**config.mk**
```make
export PLATFORM = sky130hd
export DESIGN_NAME = clock_gear_output_control
export DESIGN_NICKNAME = d
export VERILOG_FILES = /design/src/rtl/gear_pkg.sv /design/src/rtl/clock_gear_output_control.sv /design/src/rtl/smbus_byte_engine.sv
export VERILOG_INCLUDE_DIRS = /design/src /design/src/rtl
export SDC_FILE = /design/constraint.sdc
export NUM_CORES = 1
export LEC_CHECK = 0
export BUFFER_PORTS_ARGS = -buffer_cell sky130_fd_sc_hd__buf_2
export CAP_MARGIN = 20
export CORE_MARGIN = 1.5
export CORE_UTILIZATION = 50
export DETAILED_ROUTE_END_ITERATION = 12
export PLACE_DENSITY = 0.81
export SLEW_MARGIN = 10
export SYNTH_ARGS = -nofsm -noshare
export SYNTH_HDL_FRONTEND = slang
export SYNTH_SLANG_ARGS = --single-unit
```
**constraint.sdc**
```tcl
create_clock -name clk -period 3.1 [get_ports clk]
set_clock_uncertainty 0.15 [all_clocks]
set_input_delay 0.31 -clock clk [delete_from_list [all_inputs] [get_ports clk]]
set_output_delay 0.31 -clock clk [all_outputs]
set_load 0.01 [all_outputs]
```
**src/rtl/gear_cfg.svh**
```systemverilog
// constants for the clock gear and output control block
`ifndef GEAR_CFG_SVH
`define GEAR_CFG_SVH

// register map
`define GEAR_REG_OFFSET 8'h00
`define GEAR_CODE_MSB 3
`define GEAR_CODE_LSB 0

// power-up value of the gear byte, per frequency-select level (1:1 code)
`define GEAR_RESET_FS0 8'h09
`define GEAR_RESET_FS1 8'h09

// serial slave address: upper four bits fixed, lower three from pins
`define SMB_ADDR_HI 4'hd

// byte count returned first in a block read
`define READ_BYTE_COUNT 8'h01

// value read from unmapped byte locations
`define UNMAPPED_READ 8'h00

`endif

```
**src/rtl/gear_pkg.sv**
```systemverilog
// types shared by the clock gear control and its serial byte engine
package gear_pkg;

   typedef enum logic [2:0] {
      ST_IDLE = 3'b000,
      ST_ADDR = 3'b001,
      ST_CMD = 3'b010,
      ST_COUNT = 3'b011,
      ST_WDATA = 3'b100,
      ST_RDATA = 3'b101,
      ST_IGNORE = 3'b110
   } bus_st_t;

   typedef struct packed {
      logic [3:0] m;
      logic [2:0] n;
   } gear_pair_t;

   typedef struct packed {
      logic [1:0] scl_sync;
      logic [1:0] sda_sync;
      logic scl_prev;
      logic sda_prev;
      logic active;
      logic dir;
      logic [3:0] bit_cnt;
      logic [7:0] shift;
      logic sda_out;
      logic sda_oe;
      logic byte_done;
      logic start;
      logic stop;
      logic nack;
   } engine_st_t;

   typedef struct packed {
      logic [1:0] pd_sync;
      logic [1:0] fs_sync;
      logic [1:0] byp_sync;
      logic [1:0] a0_sync;
      logic [1:0] a1_sync;
      logic [10:0] oe_s1;
      logic [10:0] oe_s2;
      logic pg_seen;
      logic ready;
      logic powered_down;
      logic zero_delay;
      logic pll_run;
      logic osc_run;
      logic [7:0] gear_reg;
      gear_pair_t gear;
      bus_st_t st;
      logic [7:0] index;
      logic [7:0] count;
      logic ack_en;
      logic tx_mode;
      logic [7:0] tx_byte;
      logic [4:0] acc;
      logic gear_clk;
      logic ref_clk;
      logic ref_div;
      logic [11:0] pair_drive;
      logic [11:0] pair_clk;
   } ctrl_st_t;

endpackage

```
**src/rtl/clock_gear_output_control.sv**
```systemverilog
// clock fanout control: mode, pair enables, power, gear ratio, serial byte 0
`timescale 1ns/10ps
`include "gear_cfg.svh"

// What this block does
// - bypass pin low fanout, high zero-delay PLL
// - bypass pin also gives slave address bit 2
// - each pair enable low drives, high tri-states
// - one enable drives or tri-states pairs 10, 11
// - power-down high stops clocks, PLL, oscillator
// - frequency range taken from frequency-select input
// - in zero-delay mode output frequency is input times n/m
// - byte 0 bits 3:0 plus select choose m, n
// - power-up gear code is 1:1 for select level

module clock_gear_output_control
   import gear_pkg::*;
(
   // system
   input wire logic clk,
   input wire logic rst,
   // configuration pins
   input wire logic bypass_mode_addr_pin,
   input wire logic addr_bit0_pin,
   input wire logic addr_bit1_pin,
   input wire logic powergood_powerdown_pin,
   input wire logic freq_range_select,
   // output enables, active low
   input wire logic [5:0] pairs0_5_enable_n,
   input wire logic pair6_enable_n,
   input wire logic pair7_enable_n,
   input wire logic pair8_enable_n,
   input wire logic pair9_enable_n,
   input wire logic upper_pairs_enable_n,
   // serial management bus
   input wire logic smbclk_in,
   input wire logic smbdat_in,
   output logic smbdat_out,
   output logic smbdat_oe,
   // clock outputs
   output logic [11:0] diff_clock_pair,
   output logic [11:0] pair_drive,
   // status and analog controls
   output logic zero_delay_mode,
   output logic pll_run,
   output logic osc_run,
   output logic config_ready,
   output logic powered_down,
   output logic [3:0] gear_m,
   output logic [2:0] gear_n
);

   ctrl_st_t q;
   ctrl_st_t d;
   logic [7:0] rx_byte;
   logic byte_done;
   logic bus_start;
   logic bus_stop;
   logic master_nack;
   logic [11:0] drive_w;
   logic [4:0] sum;
   logic [4:0] modulus;
   logic addr_hit;
   logic src_clk;

   // ------------------------------------------------------------
   // gear table
   // ------------------------------------------------------------
   function automatic gear_pair_t gear_lookup(input logic fs, input logic [3:0] code);
      gear_pair_t g;
      g = '{m: 4'd1, n: 3'd1};
      unique case (code)
         4'h0: g = '{m: 4'd3, n: 3'd1};
         4'h1: g = '{m: 4'd5, n: 3'd2};
         4'h2: g = '{m: 4'd12, n: 3'd5};
         4'h3: g = '{m: 4'd2, n: 3'd1};
         4'h4: g = '{m: 4'd5, n: 3'd3};
         4'h5: g = '{m: 4'd8, n: 3'd5};
         4'h6: g = '{m: 4'd3, n: 3'd2};
         4'h7: g = fs ? '{m: 4'd5, n: 3'd4} : '{m: 4'd4, n: 3'd3};
         4'h8: g = '{m: 4'd6, n: 3'd5};
         4'h9: g = '{m: 4'd1, n: 3'd1};
         4'ha: g = '{m: 4'd5, n: 3'd6};
         4'hb: g = '{m: 4'd4, n: 3'd5};
         4'hc: g = '{m: 4'd3, n: 3'd4};
         4'hd: g = '{m: 4'd2, n: 3'd3};
         4'he: g = '{m: 4'd3, n: 3'd5};
         4'hf: g = '{m: 4'd1, n: 3'd2};
      endcase
      return g;
   endfunction

   // ------------------------------------------------------------
   // per-pair enables
   // ------------------------------------------------------------
   genvar i;
   generate
      for (i = 0; i < 12; i++)
      begin : g_pair
         if (i < 10)
         begin : g_own
            assign drive_w[i] = q.ready & ~q.oe_s2[i];
         end
         else
         begin : g_shared
            assign drive_w[i] = q.ready & ~q.oe_s2[10];
         end
      end
   endgenerate

   // ------------------------------------------------------------
   // serial byte engine
   // ------------------------------------------------------------
   smbus_byte_engine u_engine (
      .clk(clk),
      .rst(rst),
      .smbclk_in(smbclk_in),
      .smbdat_in(smbdat_in),
      .smbdat_out(smbdat_out),
      .smbdat_oe(smbdat_oe),
      .ack_en(q.ack_en),
      .tx_mode(q.tx_mode),
      .tx_byte(q.tx_byte),
      .rx_byte(rx_byte),
      .byte_done(byte_done),
      .bus_start(bus_start),
      .bus_stop(bus_stop),
      .master_nack(master_nack)
   );

   // ------------------------------------------------------------
   // next state
   // ------------------------------------------------------------
   always_comb
   begin
      d = q;
      d.pd_sync = {q.pd_sync[0], powergood_powerdown_pin};
      d.fs_sync = {q.fs_sync[0], freq_range_select};
      d.byp_sync = {q.byp_sync[0], bypass_mode_addr_pin};
      d.a0_sync = {q.a0_sync[0], addr_bit0_pin};
      d.a1_sync = {q.a1_sync[0], addr_bit1_pin};
      d.oe_s1 = {upper_pairs_enable_n, pair9_enable_n, pair8_enable_n,
                 pair7_enable_n, pair6_enable_n, pairs0_5_enable_n};
      d.oe_s2 = q.oe_s1;

      // power: first low level is power-good, any later high is power-down
      if (!q.pd_sync[1] && !q.pg_seen)
      begin
         d.pg_seen = 1'b1;
         d.gear_reg = q.fs_sync[1] ? `GEAR_RESET_FS1 : `GEAR_RESET_FS0;
      end
      d.ready = d.pg_seen & ~q.pd_sync[1];
      // pin is synchronised and registered, so power-down reacts three cycles late
      d.powered_down = q.pg_seen & q.pd_sync[1];
      d.osc_run = d.ready;
      d.zero_delay = q.byp_sync[1];
      d.pll_run = d.ready & q.byp_sync[1];
      d.gear = gear_lookup(q.fs_sync[1], q.gear_reg[`GEAR_CODE_MSB:`GEAR_CODE_LSB]);

      // rate generator: ref is clk/4, gear toggles n times per 2m cycles
      sum = q.acc + {2'b00, q.gear.n};
      modulus = {q.gear.m, 1'b0};
      if (!q.ready)
      begin
         d.acc = 5'd0;
         d.gear_clk = 1'b0;
         d.ref_clk = 1'b0;
         d.ref_div = 1'b0;
      end
      else
      begin
         d.ref_div = ~q.ref_div;
         if (q.ref_div)
         begin
            d.ref_clk = ~q.ref_clk;
         end
         if (sum >= modulus)
         begin
            d.acc = sum - modulus;
            d.gear_clk = ~q.gear_clk;
         end
         else
         begin
            d.acc = sum;
         end
      end
      src_clk = q.zero_delay ? q.gear_clk : q.ref_clk;
      d.pair_drive = drive_w;
      d.pair_clk = drive_w & {12{src_clk}};

      // byte protocol
      addr_hit = rx_byte[7:1] == {`SMB_ADDR_HI, q.byp_sync[1], q.a1_sync[1], q.a0_sync[1]};
      if (bus_stop)
      begin
         d.st = ST_IDLE;
         d.tx_mode = 1'b0;
         d.ack_en = 1'b0;
      end
      else if (bus_start)
      begin
         d.st = ST_ADDR;
         d.tx_mode = 1'b0;
         d.ack_en = 1'b0;
      end
      else if (byte_done)
      begin
         unique case (q.st)
            ST_ADDR:
            begin
               d.ack_en = addr_hit;
               if (!addr_hit)
               begin
                  d.st = ST_IGNORE;
               end
               else if (rx_byte[0])
               begin
                  d.st = ST_RDATA;
                  d.tx_mode = 1'b1;
                  d.tx_byte = `READ_BYTE_COUNT;
               end
               else
               begin
                  d.st = ST_CMD;
               end
            end
            ST_CMD:
            begin
               d.index = rx_byte;
               d.st = ST_COUNT;
            end
            ST_COUNT:
            begin
               d.count = rx_byte;
               d.st = ST_WDATA;
            end
            ST_WDATA:
            begin
               if (q.count != 8'h00)
               begin
                  if (q.index == `GEAR_REG_OFFSET)
                  begin
                     d.gear_reg = rx_byte;
                  end
                  d.count = q.count - 8'h01;
                  d.index = q.index + 8'h01;
               end
            end
            ST_RDATA:
            begin
               if (master_nack)
               begin
                  d.st = ST_IGNORE;
                  d.tx_mode = 1'b0;
               end
               else
               begin
                  d.tx_byte = (q.index == `GEAR_REG_OFFSET) ? q.gear_reg : `UNMAPPED_READ;
                  d.index = q.index + 8'h01;
               end
            end
            ST_IDLE, ST_IGNORE:
            begin
               d.ack_en = 1'b0;
            end
            default:
            begin
               d.st = ST_IDLE;
            end
         endcase
      end
   end

   always_ff @(posedge clk)
   begin
      if (rst)
      begin
         q <= '0;
         q.gear_reg <= `GEAR_RESET_FS0;
         q.gear <= '{m: 4'd1, n: 3'd1};
         q.pd_sync <= 2'b11;
         q.oe_s1 <= '1;
         q.oe_s2 <= '1;
      end
      else
      begin
         q <= d;
      end
   end

   assign diff_clock_pair = q.pair_clk;
   assign pair_drive = q.pair_drive;
   assign zero_delay_mode = q.zero_delay;
   assign pll_run = q.pll_run;
   assign osc_run = q.osc_run;
   assign config_ready = q.ready;
   assign powered_down = q.powered_down;
   assign gear_m = q.gear.m;
   assign gear_n = q.gear.n;

endmodule

```
**src/rtl/smbus_byte_engine.sv**
```systemverilog
// serial management bus slave: bit timing, start/stop, byte shift, ack
`timescale 1ns/10ps
`include "gear_cfg.svh"

module smbus_byte_engine
   import gear_pkg::*;
(
   // system
   input wire logic clk,
   input wire logic rst,
   // serial pins
   input wire logic smbclk_in,
   input wire logic smbdat_in,
   output logic smbdat_out,
   output logic smbdat_oe,
   // byte side
   input wire logic ack_en,
   input wire logic tx_mode,
   input wire logic [7:0] tx_byte,
   output logic [7:0] rx_byte,
   output logic byte_done,
   output logic bus_start,
   output logic bus_stop,
   output logic master_nack
);

   engine_st_t q;
   engine_st_t d;
   logic scl_hi;
   logic scl_rise;
   logic scl_fall;
   logic sda_rise;
   logic sda_fall;

   always_comb
   begin
      d = q;
      d.scl_sync = {q.scl_sync[0], smbclk_in};
      d.sda_sync = {q.sda_sync[0], smbdat_in};
      d.scl_prev = q.scl_sync[1];
      d.sda_prev = q.sda_sync[1];
      d.byte_done = 1'b0;
      d.start = 1'b0;
      d.stop = 1'b0;
      d.nack = 1'b0;
      d.sda_out = 1'b0;
      scl_hi = q.scl_sync[1] & q.scl_prev;
      scl_rise = q.scl_sync[1] & ~q.scl_prev;
      scl_fall = ~q.scl_sync[1] & q.scl_prev;
      sda_rise = q.sda_sync[1] & ~q.sda_prev;
      sda_fall = ~q.sda_sync[1] & q.sda_prev;
      if (scl_hi && sda_fall)
      begin
         // repeated start lands here too and restarts the address byte
         d.active = 1'b1;
         d.dir = 1'b0;
         // the start's own scl fall wraps this to zero before the first bit
         d.bit_cnt = 4'hf;
         d.start = 1'b1;
      end
      else if (scl_hi && sda_rise)
      begin
         d.active = 1'b0;
         d.stop = 1'b1;
      end
      else if (q.active && scl_rise)
      begin
         if (q.bit_cnt == 4'd8)
         begin
            if (q.dir)
            begin
               d.nack = q.sda_sync[1];
               d.byte_done = 1'b1;
            end
         end
         else if (!q.dir)
         begin
            d.shift = {q.shift[6:0], q.sda_sync[1]};
         end
      end
      else if (q.active && scl_fall)
      begin
         if (q.bit_cnt == 4'd8)
         begin
            // direction is fixed per byte so an address ack is never lost
            d.bit_cnt = 4'd0;
            d.dir = tx_mode;
            if (tx_mode)
            begin
               d.shift = tx_byte;
            end
         end
         else
         begin
            d.bit_cnt = q.bit_cnt + 4'd1;
            if (q.dir)
            begin
               d.shift = {q.shift[6:0], 1'b0};
            end
            else if (q.bit_cnt == 4'd7)
            begin
               d.byte_done = 1'b1;
            end
         end
      end
      // open drain: only ever pull low, changes follow scl falling
      d.sda_oe = d.active && ((d.bit_cnt < 4'd8 && d.dir && !d.shift[7])
                 || (d.bit_cnt == 4'd8 && !d.dir && ack_en));
   end

   always_ff @(posedge clk)
   begin
      if (rst)
      begin
         q <= '0;
      end
      else
      begin
         q <= d;
      end
   end

   assign smbdat_out = q.sda_out;
   assign smbdat_oe = q.sda_oe;
   assign rx_byte = q.shift;
   assign byte_done = q.byte_done;
   assign bus_start = q.start;
   assign bus_stop = q.stop;
   assign master_nack = q.nack;

endmodule

```
### Word level (Yosys, flattened, before mapping)

Cells that the tools add are included.

* bitwise logic cells: 48
* $mul: 0
* reductions and logical operators: 42
* muxes and demuxes: 51
* equality and inequality tests: 35
* magnitude comparators: 2
* divide/modulo/power cells: 0
* add/subtract/negate cells: 5
* shift-type cells: 0

Operators with widths (count)
* 8-bit two-way mux: 16
* 7-bit one-hot mux with 16 select lines: 1
* 4-bit equality test (second input constant): 10
* 1-bit inverter: 28
* 27-bit two-way mux: 1
* 13-bit two-way mux: 2
* 8-bit one-hot mux with 3 select lines: 1
* 4-bit by 3-bit equality test with 1-bit output (second input constant): 5
* 1-bit bitwise AND: 19
* 9-bit two-way mux: 2
* 9-bit one-hot mux with 2 select lines: 1
* 16-bit two-way mux: 1
* 8-bit one-hot mux with 2 select lines: 1
* 1-bit two-way mux: 15
* 3-bit one-hot mux with 5 select lines: 1
* 7-bit AND reduction: 2
* 12-bit bitwise AND: 1
* 12-bit two-way mux: 1
* 2-bit != test (second input constant): 6
* 1-bit logical AND: 10
* 5-bit two-way mux: 2
* 5-bit AND reduction: 2
* 2-bit nonzero test: 5
* 3-bit equality test (second input constant): 3
* 31 further kinds: 47

* bits in read-only memories: 0
* register bits: 137
* output and inout bits: 38
* bits in writable memories: 0
* input bits: 20
* bits in latches: 0
* memories kept: 0

### Longest topological paths before layout

* depth in word-level cells: 12
* mapped depth: 10
* depth with buffers taken out: 10

### Hierarchy

From an unflattened synthesis, not the netlist that was laid out.

* cell total of the unflattened synthesis: 670
* area, all modules: 5973.2 µm²

By module, submodules not included
* clock_gear_output_control: instances 1, cells an instance 541, area each 4755.8 µm², sequential area each 2222.1 µm²
* smbus_byte_engine: instances 1, cells an instance 129, area each 1217.4 µm², sequential area each 500.5 µm²

### Least setup slack after synthesis

No wires, ideal clock.

* path kind: flip-flop to flip-flop
* start: register q, in the netlist gear_n[0]
* end: register q[29] in the netlist's numbering
* path slack: 0.630 ns
* period minus slack after synthesis: 2.470 ns
* cell stages (with the launch flop): 11
* required time: 2.822 ns
* data arrival time: 2.192 ns
* path buffers: 0
* path through: dfxtp_1 -> ha_1 -> fa_1 -> a21o_1 -> nand2_1 -> xnor2_1 -> ha_1 -> nand2_1 -> o21ai_1 -> mux2i_1 -> nor2_1

* cells in the longest elaborated chain, start to end: 3
* elaborated cells on any way between the ends: 4

Ends and longest elaborated chain
* from (decl): line clock_gear_output_control.sv:53 `ctrl_st_t q;`
* 5-bit by 3-bit adder with 5-bit output *: line clock_gear_output_control.sv:161 `sum = q.acc + {2'b00, q.gear.n};`
* 5-bit subtractor or 5-bit >= comparator (tied branches): line clock_gear_output_control.sv:179, clock_gear_output_control.sv:177
* 5-bit two-way mux *: line clock_gear_output_control.sv:177 `if (sum >= modulus)`

Every way passes the cells marked *; elsewhere a longest branch is shown, timed or not.
A chain may end at the register's enable or synchronous reset.

### Worst setup path after layout

* start: register q, in the netlist gear_n[0]
* end: register q[30] in the netlist's numbering

The elaborated chain is that of the path after synthesis.

==> flow_metrics.env <==
export IMPL_core_area_um2=11520
export IMPL_dp_hpwl_um=8299
export IMPL_crit_required_ns=3.27
export IMPL_diodes=0
export IMPL_synth_fp_nets=714
export IMPL_async_reset_ff_share_pct=0
export IMPL_period_minus_slack_ns=2.855
export IMPL_maxCapViolations=0
export IMPL_max_freq_mhz=350.2
export IMPL_setup_tns_ns=0
export IMPL_cts_tree="yes"
export IMPL_setup_viol=0
export IMPL_drive_gt1_share_pct=19.39
export IMPL_crit_family="compound AO/OA/AOI/OAI gates"
export IMPL_power_frac_seq_pct=44.1
export IMPL_multi_input_area_um2=2724
export IMPL_ys_seq_area_share_pct=45.72
export IMPL_power_share_combinational_pct=2.2
export IMPL_drt_iter0_drc=421
export IMPL_worstSkewPairLatency_ns=0.42
export IMPL_synth_edff_count=0
export IMPL_rsz0062_at_grt="false"
export IMPL_grt_pass1_vias=4444
export IMPL_via_count=4822
export IMPL_wl_per_cell_um=15.37
export IMPL_synth_seq_cells=136
export IMPL_final_common_cell="dfxtp_1"
export IMPL_io_buffer_count=56
export IMPL_seqCellArea_um2=2723
export IMPL_p_int_uw=3186
export IMPL_p_switching_uw=865.3
export IMPL_numClockSinks=136
export IMPL_die_area_um2=12570
export IMPL_relSlewSlack_pct=35.57
export IMPL_crit_chain="ha_1, fa_1, a21o_1, nand2_1, xnor2_1, ha_1, nand2_1, o21ai_1, nor2_1, a211oi_1"
export IMPL_syn_inst=679
export IMPL_fp_dieH_um=112.1
export IMPL_start_kind="flop"
export IMPL_violations="DRC"
export IMPL_total_power_uw=4051
export IMPL_first_pass_iters=9
export IMPL_cp_slowest_cell="o21ai_1"
export IMPL_cts_buffers=17
export IMPL_power_leakage_uw=0.002721
export IMPL_setup_worst_path_class="flop to flop"
export IMPL_io_pins=58
export IMPL_nFillCells=924
export IMPL_grt_remaining_overflow=0
export IMPL_cts_root_buffer="clkbuf_16"
export IMPL_cp_end_kind="flop"
export IMPL_final_hold_viol_count=0
export IMPL_path_max_fanout=8
export IMPL_post_cts_resized=0
export IMPL_p_clk_share_pct=53.7
export IMPL_ys_flop_type="dfxtp_1"
export IMPL_start_util_pct=51.71
export IMPL_grt_pass1_wl_um=21440
export IMPL_syn_to_final_growth_pct=15.11
export IMPL_ys_warn_count=0
export IMPL_outcome="finished, violations left"
export IMPL_slew_violations=0
export IMPL_wirelength_um=13220
export IMPL_slowest_delay_ns=0.54
export IMPL_routabilityCongestion=0.8617
export IMPL_power_density_nw_per_um2=591.0
export IMPL_worstPathBufferInverterCount=0
export IMPL_drc_errors=4
export IMPL_ir_worst_vdd_v=0.0002978
export IMPL_synth_area_um2=5954
export IMPL_finalCritPeriodShare_pct=92.10
export IMPL_p_sw_share_pct=21.36
export IMPL_clockBufferDepth=2
export IMPL_grt_max_degree=58
export IMPL_tightestPinTransition_ns=0.9396
export IMPL_synthDistinctLibCells=65
export IMPL_vias_per_cell=5.607
export IMPL_min_path_type="primary input to flop"
export IMPL_syn_area_per_cell_um2=8.769
export IMPL_antenna_found_initial=0
export IMPL_die_width_um=112.1
export IMPL_clk_pin_slew_worst_paths_ns=0.06
export IMPL_mostFrequentLayoutCells="136 x dfxtp_1, 66 x nor2_1, 56 x buf_2"
export IMPL_arrival_ns=3.03
export IMPL_h_tree_depth=4
export IMPL_layout_nets=739
export IMPL_antenna_violating_nets_post_route=0
export IMPL_row_count=39
export IMPL_grt_usage_pct=21.31
==> flip-flops by register name, summed over array words and instances, names as in the netlist <==
signal and cells:
diff_clock_pair 11, u_engine.d 4, powered_down 1, u_engine.master_nack 1
pair_drive 11, osc_run 1, u_engine.rx_byte 8, pll_run 1
u_engine.bus_start 1, q 61, u_engine.bus_stop 1, d 17
u_engine.q 8, gear_m 4, u_engine.smbdat_oe 1, zero_delay_mode 1
u_engine.byte_done 1, gear_n 3
==> layer usage <==
| layer | GRT usage [%] | part of all wire, % | up-vias |
|---|---|---|---|
| li1 | - | - | 2349 |
| met1 | 26.58 | 43 | 2274 |
| met2 | 35.71 | 50 | 170 |
| met3 | 5.130 | 5.6 | 29 |
| met4 | 8.523 | 2.0 | 0 |
| met5 | 0 | 0 | - |
==> cells in the mapped netlist (13+ instances only) <==
master / count / area [um^2]
clkbuf_1: 28 / 105.1
buf_4: 34 / 255.2
nor2b_1: 25 / 156.4
inv_1: 23 / 86.33
ha_1: 13 / 162.7
nor2_1: 66 / 247.7
a211oi_1: 14 / 105.1
dfxtp_1: 136 / 2723
nand2_1: 49 / 183.9
or2_2: 33 / 206.5
nor3_1: 22 / 110.1
nand3_1: 22 / 110.1
o21ai_0: 22 / 110.1
a21oi_1: 53 / 265.3
==> per-stage QoR <==
| step | setup slack (ns) | util (%) | cells | cell area, um^2 | hold WS [ns] |
|---|---|---|---|---|---|
| global route | 0.1032 | 59.52 | 860 | 6854 | 0.01966 |
| CTS | 0.2233 | 59.39 | 859 | 6839 | 0.02365 |
| global placement | 0.4352 | 52.36 | 810 | 6030 | 0.2408 |
| detailed placement | 0.3203 | 52.36 | 810 | 6030 | 0.2441 |
| finish | 0.2449 | 59.52 | 860 | 6854 | 0.02388 |
| floorplan | 0.6302 | - | 679 | 5954 | 0.2395 |
==> power by group through the flow <==
stage / Sequential, uW / Combinational (uW) / Clock [uW]
4_1_cts: 1790 / 89.3 / 2190
5_1_grt: 1790 / 98.1 / 2280
2_1_floorplan: 1820 / 51.4 / 0
3_5_place_dp: 1820 / 71.3 / 0
3_3_place_gp: 1820 / 69.0 / 0
6_report: 1790 / 89.8 / 2170
==> path summary, 6_finish.rpt <==
path | from | endpoint | slack [ns] | cells past startpoint
worst max-delay path | gear_n[0] | q[30] | 0.24 | 10
worst min-delay path | freq_range_select | d[111] | 0.02 | 2
worst max register to register | gear_n[0] | q[30] | 0.24 | 10
worst min register to register | d[84] | q[84] | 0.26 | 1
==> logic make-up (layout without fill, tap and decap cells) <==
logic type / Yosys count / in the layout / synth area share (%)
AND/OR/NAND/NOR: 274 / 274 / 24.56
AO/OA/AOI/OAI: 142 / 142 / 15.40
flip-flops: 136 / 136 / 45.72
buffers and inverters: 96 / 134 / 8.531
adder cells (fa/ha/maj): 15 / 15 / 3.404
XOR/XNOR: 10 / 10 / 1.471
multiplexers: 5 / 5 / 0.8405
other: 1 / 1 / 0.06298
==> final cells by class <==
| type | count | share of cell area, % |
|---|---|---|
| well taps | 143 | 2.610 |
| flip-flops and latches | 136 | 39.72 |
| clock inverters | 15 | 3.122 |
| inverters | 23 | 1.260 |
| multi-input cells | 447 | 39.74 |
| repair buffers | 79 | 7.338 |
| clock buffers | 17 | 6.207 |
==> timing repair <==
| action | 4_1_cts | 5_1_grt |
|---|---|---|
| setup buffers | 0 | 0 |
| setup endpoints to repair | 0 | 0 |
| endpoints found under the hold margin | 17 | 0 |
| hold buffers | 17 | 0 |
Power figures use the tool's default switching activity.
